--- config.mk ---
export PLATFORM = sky130hd
export DESIGN_NAME = fault_latch_hiccup_sequencer
export DESIGN_NICKNAME = d
export VERILOG_FILES = /design/src/rtl/fault_seq_pkg.sv /design/src/rtl/fault_latch_hiccup_sequencer.sv
export SDC_FILE = /design/constraint.sdc
export NUM_CORES = 1
export LEC_CHECK = 0
export BUFFER_PORTS_ARGS = -buffer_cell sky130_fd_sc_hd__buf_2
export CAP_MARGIN = 20
export CORE_MARGIN = 8
export CORE_UTILIZATION = 45
export CTS_CLUSTER_DIAMETER = 40
export DETAILED_ROUTE_END_ITERATION = 16
export PLACE_DENSITY = 0.74
export SLEW_MARGIN = 20
export SYNTH_ARGS = -nofsm -noshare
export SYNTH_HDL_FRONTEND = slang
export SYNTH_SLANG_ARGS = --single-unit
--- constraint.sdc ---
create_clock -name i_mclk -period 3.2 [get_ports i_mclk]
set_input_delay 0.64 -clock i_mclk [delete_from_list [all_inputs] [get_ports i_mclk]]
set_output_delay 0.64 -clock i_mclk [all_outputs]
set_load 0.05 [all_outputs]
--- src/rtl/fault_seq_pkg.sv ---
// Constants, states and field layout for the fault latch and hiccup sequencer
// Function
// - A short-circuit or overload indication raises the fault flag and runs the timer.
// - When the timer runs past its duration, gate drive stops and supply collapses.
// - After a timer stop, the first supply turn-on is skipped; one more cycle waits.
// - Every restart after a hiccup begins with soft-start active.
// - Compensation ramp is applied only during on-time, removed during off-time.
// - Switch duty ratio is limited to 80 percent per cycle.
// - Latch detection uses the 3 V power-limit pin comparator output as raw event.
// - After each turn-off the latch comparator is ignored for 1 us.
// - A comparator high counts only if it lasts at least 600 ns.
// - Latch off only after valid events in four successive switching cycles.
// - A switching cycle without a valid event restarts the count from zero.
// - Latched: pulses stay stopped, supply clamped near 7 V until supply cycles.
// - Overload timer duration is 200 ms.
// - Short-circuit makes the timer run four times faster.
// - Fault clearing before timer completion resets the timer to zero.
package fault_seq_pkg;

    // ==========================================================
    // Clock and switching cycle
    localparam int CLK_HZ         = 50_000_000;
    localparam int SW_FREQ_HZ     = 65_000;
    localparam int PERIOD_CYCLES  = CLK_HZ / SW_FREQ_HZ;
    localparam int MAX_DUTY_PCT   = 80;
    localparam int MAX_ON_CYCLES  = PERIOD_CYCLES * MAX_DUTY_PCT / 100;

    // ==========================================================
    // Latch path timing
    localparam int BLANK_NS       = 1000;
    localparam int BLANK_CYCLES   = (BLANK_NS * (CLK_HZ / 1_000_000) + 999) / 1000;
    localparam int MIN_WIDTH_NS   = 600;
    localparam int MIN_WIDTH_CYC  = (MIN_WIDTH_NS * (CLK_HZ / 1_000_000) + 999) / 1000;
    localparam int LATCH_EVENTS   = 4;

    // ==========================================================
    // Fault timer and soft-start length
    localparam int FAULT_MS       = 200;
    localparam int FAULT_CYCLES   = FAULT_MS * (CLK_HZ / 1000);
    localparam int SHORT_RATE     = 4;
    localparam int SOFT_START_DEF = 4096;

    // ==========================================================
    // Synchronised input bit positions and width
    localparam int IN_OVERLOAD    = 0;
    localparam int IN_SHORT       = 1;
    localparam int IN_TURN_ON     = 2;
    localparam int IN_SUPPLY_MIN  = 3;
    localparam int IN_LIMIT_CMP   = 4;
    localparam int IN_CS_TRIP     = 5;
    localparam int IN_WIDTH       = 6;

    typedef enum logic [2:0]
    {
        ST_STARTUP = 3'h0,
        ST_RUN     = 3'h1,
        ST_STOP1   = 3'h2,
        ST_SKIP    = 3'h3,
        ST_DRAIN2  = 3'h4,
        ST_LATCH   = 3'h5
    } seq_state_type;

    typedef struct packed
    {
        seq_state_type st;
        logic [5:0]    sync1;
        logic [5:0]    sync2;
        logic [9:0]    sw_cnt;
        logic          gate;
        logic [5:0]    blank_cnt;
        logic [4:0]    width_cnt;
        logic          evt_seen;
        logic [2:0]    evt_cnt;
        logic [24:0]   fault_timer;
        logic [15:0]   ss_cnt;
    } state_type;

endpackage

--- src/rtl/fault_latch_hiccup_sequencer.sv ---
// Fault timer, double hiccup and latch-off sequencer of the PWM controller
`timescale 1ns/100ps
module fault_latch_hiccup_sequencer
#(
    parameter int FAULT_LIMIT       = fault_seq_pkg::FAULT_CYCLES,
    parameter int SOFT_START_CYCLES = fault_seq_pkg::SOFT_START_DEF
)
(
    input  wire logic i_mclk,                     // Switching oscillator clock, 50 MHz
    input  wire logic i_rst,                      // Asynchronous reset, active high
    input  wire logic i_overload,                 // Max peak current setpoint reached
    input  wire logic i_short_circuit,            // Feedback in short-circuit region
    input  wire logic i_supply_turn_on_threshold, // Supply at or above turn-on level
    input  wire logic i_supply_min,               // Supply below minimum operating level
    input  wire logic i_power_limit_pin,          // 3 V comparator output on the power-limit pin
    input  wire logic i_cs_trip,                  // Current sense reached the peak setpoint
    output logic      o_gate,                     // Gate drive
    output logic      o_ramp_connect,             // Compensation ramp to current-sense input
    output logic      o_soft_start,               // Soft-start sequence active
    output logic      o_fault_flag,               // Internal fault flag
    output logic      o_hiccup,                   // Hiccup in progress, pulses stopped
    output logic      o_latched,                  // Permanently latched off
    output logic      o_vcc_clamp                 // Supply clamp near 7 V engaged
);

    // ==========================================================
    // State
    fault_seq_pkg::state_type s;
    fault_seq_pkg::state_type next_s;

    logic       fault;
    logic       wrap;
    logic [24:0] timer_sum;

    // ==========================================================
    // Next state
    always_comb
    begin
        next_s = s;
        // Only the second stage is looked at; first stage feeds it alone
        next_s.sync1 = {i_cs_trip, i_power_limit_pin, i_supply_min,
                        i_supply_turn_on_threshold, i_short_circuit, i_overload};
        next_s.sync2 = s.sync1;

        fault = s.sync2[fault_seq_pkg::IN_OVERLOAD] | s.sync2[fault_seq_pkg::IN_SHORT];
        wrap  = (s.sw_cnt == 10'(fault_seq_pkg::PERIOD_CYCLES - 1));
        next_s.sw_cnt = wrap ? 10'h000 : s.sw_cnt + 10'h001;
        timer_sum = s.fault_timer + (s.sync2[fault_seq_pkg::IN_SHORT] ?
                    25'(fault_seq_pkg::SHORT_RATE) : 25'h0000001);

        case (s.st)
            fault_seq_pkg::ST_STARTUP:
            begin
                next_s.gate = 1'b0;
                if (s.sync2[fault_seq_pkg::IN_TURN_ON] && !s.sync2[fault_seq_pkg::IN_SUPPLY_MIN])
                begin
                    next_s.st          = fault_seq_pkg::ST_RUN;
                    next_s.ss_cnt      = 16'(SOFT_START_CYCLES);
                    next_s.fault_timer = 25'h0000000;
                    next_s.evt_cnt     = 3'h0;
                    next_s.evt_seen    = 1'b0;
                    next_s.width_cnt   = 5'h00;
                    next_s.blank_cnt   = 6'h00;
                end
            end
            fault_seq_pkg::ST_RUN:
            begin
                if (s.ss_cnt != 16'h0000)
                begin
                    next_s.ss_cnt = s.ss_cnt - 16'h0001;
                end
                // On-time starts at count zero and ends on trip or duty limit
                if (wrap)
                begin
                    next_s.gate = 1'b1;
                end
                else if (s.sync2[fault_seq_pkg::IN_CS_TRIP] ||
                         s.sw_cnt >= 10'(fault_seq_pkg::MAX_ON_CYCLES - 1))
                begin
                    next_s.gate = 1'b0;
                end
                // Blanking after each turn-off hides the leakage spike
                if (s.gate && !next_s.gate)
                begin
                    next_s.blank_cnt = 6'(fault_seq_pkg::BLANK_CYCLES);
                end
                else if (s.blank_cnt != 6'h00)
                begin
                    next_s.blank_cnt = s.blank_cnt - 6'h01;
                end
                if (!s.gate && s.blank_cnt == 6'h00 && s.sync2[fault_seq_pkg::IN_LIMIT_CMP])
                begin
                    if (s.width_cnt != 5'(fault_seq_pkg::MIN_WIDTH_CYC))
                    begin
                        next_s.width_cnt = s.width_cnt + 5'h01;
                    end
                    if (s.width_cnt == 5'(fault_seq_pkg::MIN_WIDTH_CYC - 1))
                    begin
                        next_s.evt_seen = 1'b1;
                    end
                end
                else
                begin
                    next_s.width_cnt = 5'h00;
                end
                if (wrap)
                begin
                    next_s.evt_seen  = 1'b0;
                    next_s.width_cnt = 5'h00;
                    if (s.evt_seen)
                    begin
                        next_s.evt_cnt = s.evt_cnt + 3'h1;
                        if (s.evt_cnt == 3'(fault_seq_pkg::LATCH_EVENTS - 1))
                        begin
                            next_s.st   = fault_seq_pkg::ST_LATCH;
                            next_s.gate = 1'b0;
                        end
                    end
                    else
                    begin
                        next_s.evt_cnt = 3'h0;
                    end
                end
                // Fault timer; expiry stops pulses and starts the double hiccup
                if (fault)
                begin
                    if (timer_sum >= 25'(FAULT_LIMIT))
                    begin
                        next_s.fault_timer = 25'h0000000;
                        next_s.st          = fault_seq_pkg::ST_STOP1;
                        next_s.gate        = 1'b0;
                    end
                    else
                    begin
                        next_s.fault_timer = timer_sum;
                    end
                end
                else
                begin
                    next_s.fault_timer = 25'h0000000;
                end
                if (s.sync2[fault_seq_pkg::IN_SUPPLY_MIN])
                begin
                    next_s.st   = fault_seq_pkg::ST_STARTUP;
                    next_s.gate = 1'b0;
                end
            end
            fault_seq_pkg::ST_STOP1:
            begin
                next_s.gate = 1'b0;
                if (s.sync2[fault_seq_pkg::IN_SUPPLY_MIN])
                begin
                    next_s.st = fault_seq_pkg::ST_SKIP;
                end
            end
            fault_seq_pkg::ST_SKIP:
            begin
                // First turn-on after the stop is deliberately ignored
                next_s.gate = 1'b0;
                if (s.sync2[fault_seq_pkg::IN_TURN_ON] && !s.sync2[fault_seq_pkg::IN_SUPPLY_MIN])
                begin
                    next_s.st = fault_seq_pkg::ST_DRAIN2;
                end
            end
            fault_seq_pkg::ST_DRAIN2:
            begin
                next_s.gate = 1'b0;
                if (s.sync2[fault_seq_pkg::IN_SUPPLY_MIN])
                begin
                    next_s.st = fault_seq_pkg::ST_STARTUP;
                end
            end
            fault_seq_pkg::ST_LATCH:
            begin
                // Clamp holds the supply above minimum; only removal of power releases
                next_s.gate = 1'b0;
                if (s.sync2[fault_seq_pkg::IN_SUPPLY_MIN])
                begin
                    next_s.st = fault_seq_pkg::ST_STARTUP;
                end
            end
            default:
            begin
                next_s.st   = fault_seq_pkg::ST_STARTUP;
                next_s.gate = 1'b0;
            end
        endcase
        if (next_s.st != fault_seq_pkg::ST_RUN)
        begin
            next_s.blank_cnt = 6'h00;
            next_s.width_cnt = 5'h00;
            next_s.evt_seen  = 1'b0;
            next_s.evt_cnt   = 3'h0;
            next_s.ss_cnt    = 16'h0000;
        end
    end

    // ==========================================================
    // Registers
    always_ff @(posedge i_mclk or posedge i_rst)
    begin
        if (i_rst)
        begin
            s <= '{st: fault_seq_pkg::ST_STARTUP, default: '0};
        end
        else
        begin
            s <= next_s;
        end
    end

    // ==========================================================
    // Outputs
    assign o_gate         = s.gate;
    assign o_ramp_connect = s.gate;
    assign o_soft_start   = (s.st == fault_seq_pkg::ST_RUN) && (s.ss_cnt != 16'h0000);
    assign o_fault_flag   = (s.st == fault_seq_pkg::ST_RUN) && fault;
    assign o_hiccup       = (s.st == fault_seq_pkg::ST_STOP1) || (s.st == fault_seq_pkg::ST_SKIP) ||
                            (s.st == fault_seq_pkg::ST_DRAIN2);
    assign o_latched      = (s.st == fault_seq_pkg::ST_LATCH);
    assign o_vcc_clamp    = (s.st == fault_seq_pkg::ST_LATCH);
endmodule

==> metrics.md <==
| Metric | Value |
|---|---|
| Pin count of the biggest net entering global routing | 44 |
| Sequential area share after synthesis | 0.436 |
| Final worst slack | -46.8 ps |
| IO buf count | 14 |
| Dpl ws | -288 ps |
| Depth of the most critical reg-to-reg path | 13 |
| Worst Hold Launch | next_s[68] |
| Yosys synthesis warning count | 0 |
| CP top delay family | simple AND/OR/NAND/NOR gates |
| Synth Area in Adders | 0.0346 |
| Top cells by area, synth | dfrtp_1 44%, xnor2_1 4.1%, nand2_1 4.0% |
| Synth Net Count | 531 |
| Initial core utilization | 0.460 |
| I/O pins | 15 |
| Worst ir drop on vdd | 0.355 mV |
| GRT Resource Usage Total | 0.159 |
| Grt total ovfl | 0 |
| Critical Path Start | s[68] |
| Top cell type's share of synthesized area | 0.436 |
| Hold Crit Depth | 0 |
| P per Cell Area | 564 nW/µm² |
| Drt via density | 5.74 |
| Final Critical Period | 3250 ps |
| TritonCTS clock tree | yes |
| Via count | 4049 |
| Slowest CP cell | or4b_4 |
| Clk pwr share | 0.239 |
| Core area | 10200 µm² |
| CTS Hold Bufs | 0 |
| # diodes | 0 |
| Post-Synthesis Cells | 510 |
| FMAX | 0.308 GHz |
| Routed Antenna Nets | 0 |
| Synth unique cells | 62 |
| Slew HR | 0.331 |
| Synth Area in Simple Gates | 0.258 |
| Number of core rows | 37 |
| GPL Wtd Cong | 0.889 |
| Worst-path fanout max | 6 |
| Most area-hungry cell type in the Yosys netlist | dfrtp_1 |
| Worst path depth | 13 |
| Post-synth EDFFs | 0 |
| First-pass GRT wire length | 18600 µm |
| Mapped cell area | 4700 µm² |
| Compound-Gate Fraction of Synth Area | 0.148 |
| Hold Crit Class | reg2reg |
| Net Sw Frac | 0.369 |
| Final Core Density | 0.557 |
| Xor/xnor share of the synthesized area | 0.0577 |
| Clk sinks | 82 |
| Status | finished with violations |
| Comb pwr share | 0.385 |
| Cells along the critical path | inv_2 -> ha_4 -> ha_4 -> a21oi_4 -> or4_4 -> nor3_4 -> o22ai_2 -> nand3b_1 -> or4b_4 -> a21oi_4 -> buf_12 -> buf_12 -> a211oi_2 |
| Tcrit/Tclk final | 1.01 |
| Mux contribution to synthesized area | 0.0194 |
| CP bufs+invs | 3 |
| # nets final | 586 |
| Top_reg_cell synth | dfrtp_1 |
| Number of global-route vias before repair | 3959 |
| Hold Vio Cnt, Final | 0 |
| Crit start category | flip-flop |
| H-tree depth | 3 |
| Starting DRT DRC Count | 290 |
| CTS buffer count | 9 |
| Placed insts | 685 |
| Crit. End Element | flip-flop |
| Routed WL | 11100 µm |
| CP peak stage delay | 580 ps |
| Root buffer cell | clkbuf_8 |
| DR DRC count | 0 |
| Leak Pwr | 0.00253 µW |
| Post-DP HPWL | 7590 µm |
| Highest-count cells in the layout ignoring fill and taps | 82 x dfrtp_1, 50 x nand2_1, 50 x buf_4 |
| Failing checks | negative setup slack |
| Post-route insts no fill | 706 |
| Reg-to-reg critical path startpoint | s[68] |
| Sequential power share | 0.375 |
| Worst Skew | 16.5 ps |
| Post-route setup TNS | -514 ps |
| Worst-skew pair later-pin latency | 370 ps |
| Final-report max-slew violation count | 0 |
| Worst path arrival time | 3450 ps |
| DR pass1 iterations | 4 |
| Die Wd | 118 µm |
| P&R area growth vs syn | 21.1% |
| Clock-pin slew on the worst setup and hold paths | 80 ps |
| Main combinational cell family by area after synthesis | simple AND/OR/NAND/NOR gates |
| Die Ht | 118 µm |
| R2R Setup Slk | -50 ps |
| Setup violators final | 20 |
| Total of max-cap violations | 0 |
| Clock buffer depth | 2 |
| Post-synth ARST share | 1.00 |
| Crit path kind | reg2reg |
| Most common cell after layout, fill and taps aside | dfrtp_1 |
| P_sw | 1190 µW |
| Initial antenna violation count | 0 |
| Required time worst endpoint | 3400 ps |
| Worst-Margin Slew | 1000 ps |
| Routed wire per std cell | 15.7 µm |
| Syn avg cell area | 9.22 µm² |
| Die area | 14000 µm² |
| FF+latch count, synth | 82 |
| P_int | 2030 µW |
| RSZ-0062 raised after global routing | yes |
| Layout cells sized above 1 | 0.216 |
[kinds of logic (layout without fill, tap and decap cells)]
family          count (synthesis)  count (layout)
compound gates                 96              96
buf+inv                        48             108
mux                             9               9
fa+ha+maj                      13              13
flops                          82              82
simple gates                  231             231
xor+xnor                       31              31
[power groups by stage]
| stage | clock network (µW) | registers (µW) | logic, µW |
|---|---|---|---|
| after floorplan | 0 | 1200 | 889 |
| after global placement | 0 | 1220 | 1150 |
| after detailed placement | 0 | 1220 | 1190 |
| after CTS | 792 | 1200 | 1210 |
| after global routing | 834 | 1220 | 1380 |
| final | 769 | 1210 | 1240 |
[layer usage]
metal,wire (µm),up-vias,global-route usage
met3,465,18,0.0195
li1,-,1973,-
met4,241,0,0.0809
met2,5120,114,0.247
met5,0,-,0
met1,5270,1944,0.214
[state kept, by name (all words and copies together), names as in the netlist]
signal,count
s,75
next_s,6
o_gate,1
[path summary, 6_finish.rpt]
| kind | to |
|---|---|
| hold reg to reg | s[68] |
| hold / removal | s[68] |
| setup / recovery | s[42] |
| max in group asynchronous | s[29] |
| min in group asynchronous | s[9] |
| setup reg to reg | s[42] |
[through the flow]
stage | hold WS [ps] | area, µm² | total power [µW]
after floorplan | 331 | 4700 | 2090
after global placement | 332 | 5250 | 2370
after detailed placement | 335 | 5250 | 2410
after CTS | 354 | 5470 | 3200
after global routing | 362 | 5700 | 3440
final | 351 | 5700 | 3210
[cells in the mapped netlist (4+ instances only)]
library cell and instances:
a2111oi_0 5, a211oi_1 9, a21oi_1 10, a22o_1 5, a31o_2 5, a31oi_1 11
and2_1 7, and3_1 10, and4_1 4, buf_4 4, clkbuf_1 19, dfrtp_1 82
ha_1 13, inv_1 20, mux2i_1 8, nand2_1 50, nand2b_1 6, nand3_1 36
nand3b_1 4, nand4_1 14, nor2_1 40, nor3_1 27, nor4_1 11, o211ai_1 9
o21ai_0 13, xnor2_1 22, xor2_1 9
[area by class of cell]
cell class | instances | area (µm²)
timing repair buffer | 72 | 607
inverter | 20 | 76.3
clock buffer | 9 | 124
sequential | 82 | 2050
tap | 136 | 170
clock inverter | 7 | 76.3
multi-input combinational | 380 | 2590
fill | 868 | 4540
[timing repair]
| item | CTS | global route |
|---|---|---|
| cloned | 0 | 2 |
| resized for setup | 5 | 24 |
| setup endpoints to repair | 58 | 56 |
| buffers inserted | 0 | 3 |
| pin swaps | 0 | 6 |
No activity file was read; power rests on OpenSTA's default activity.
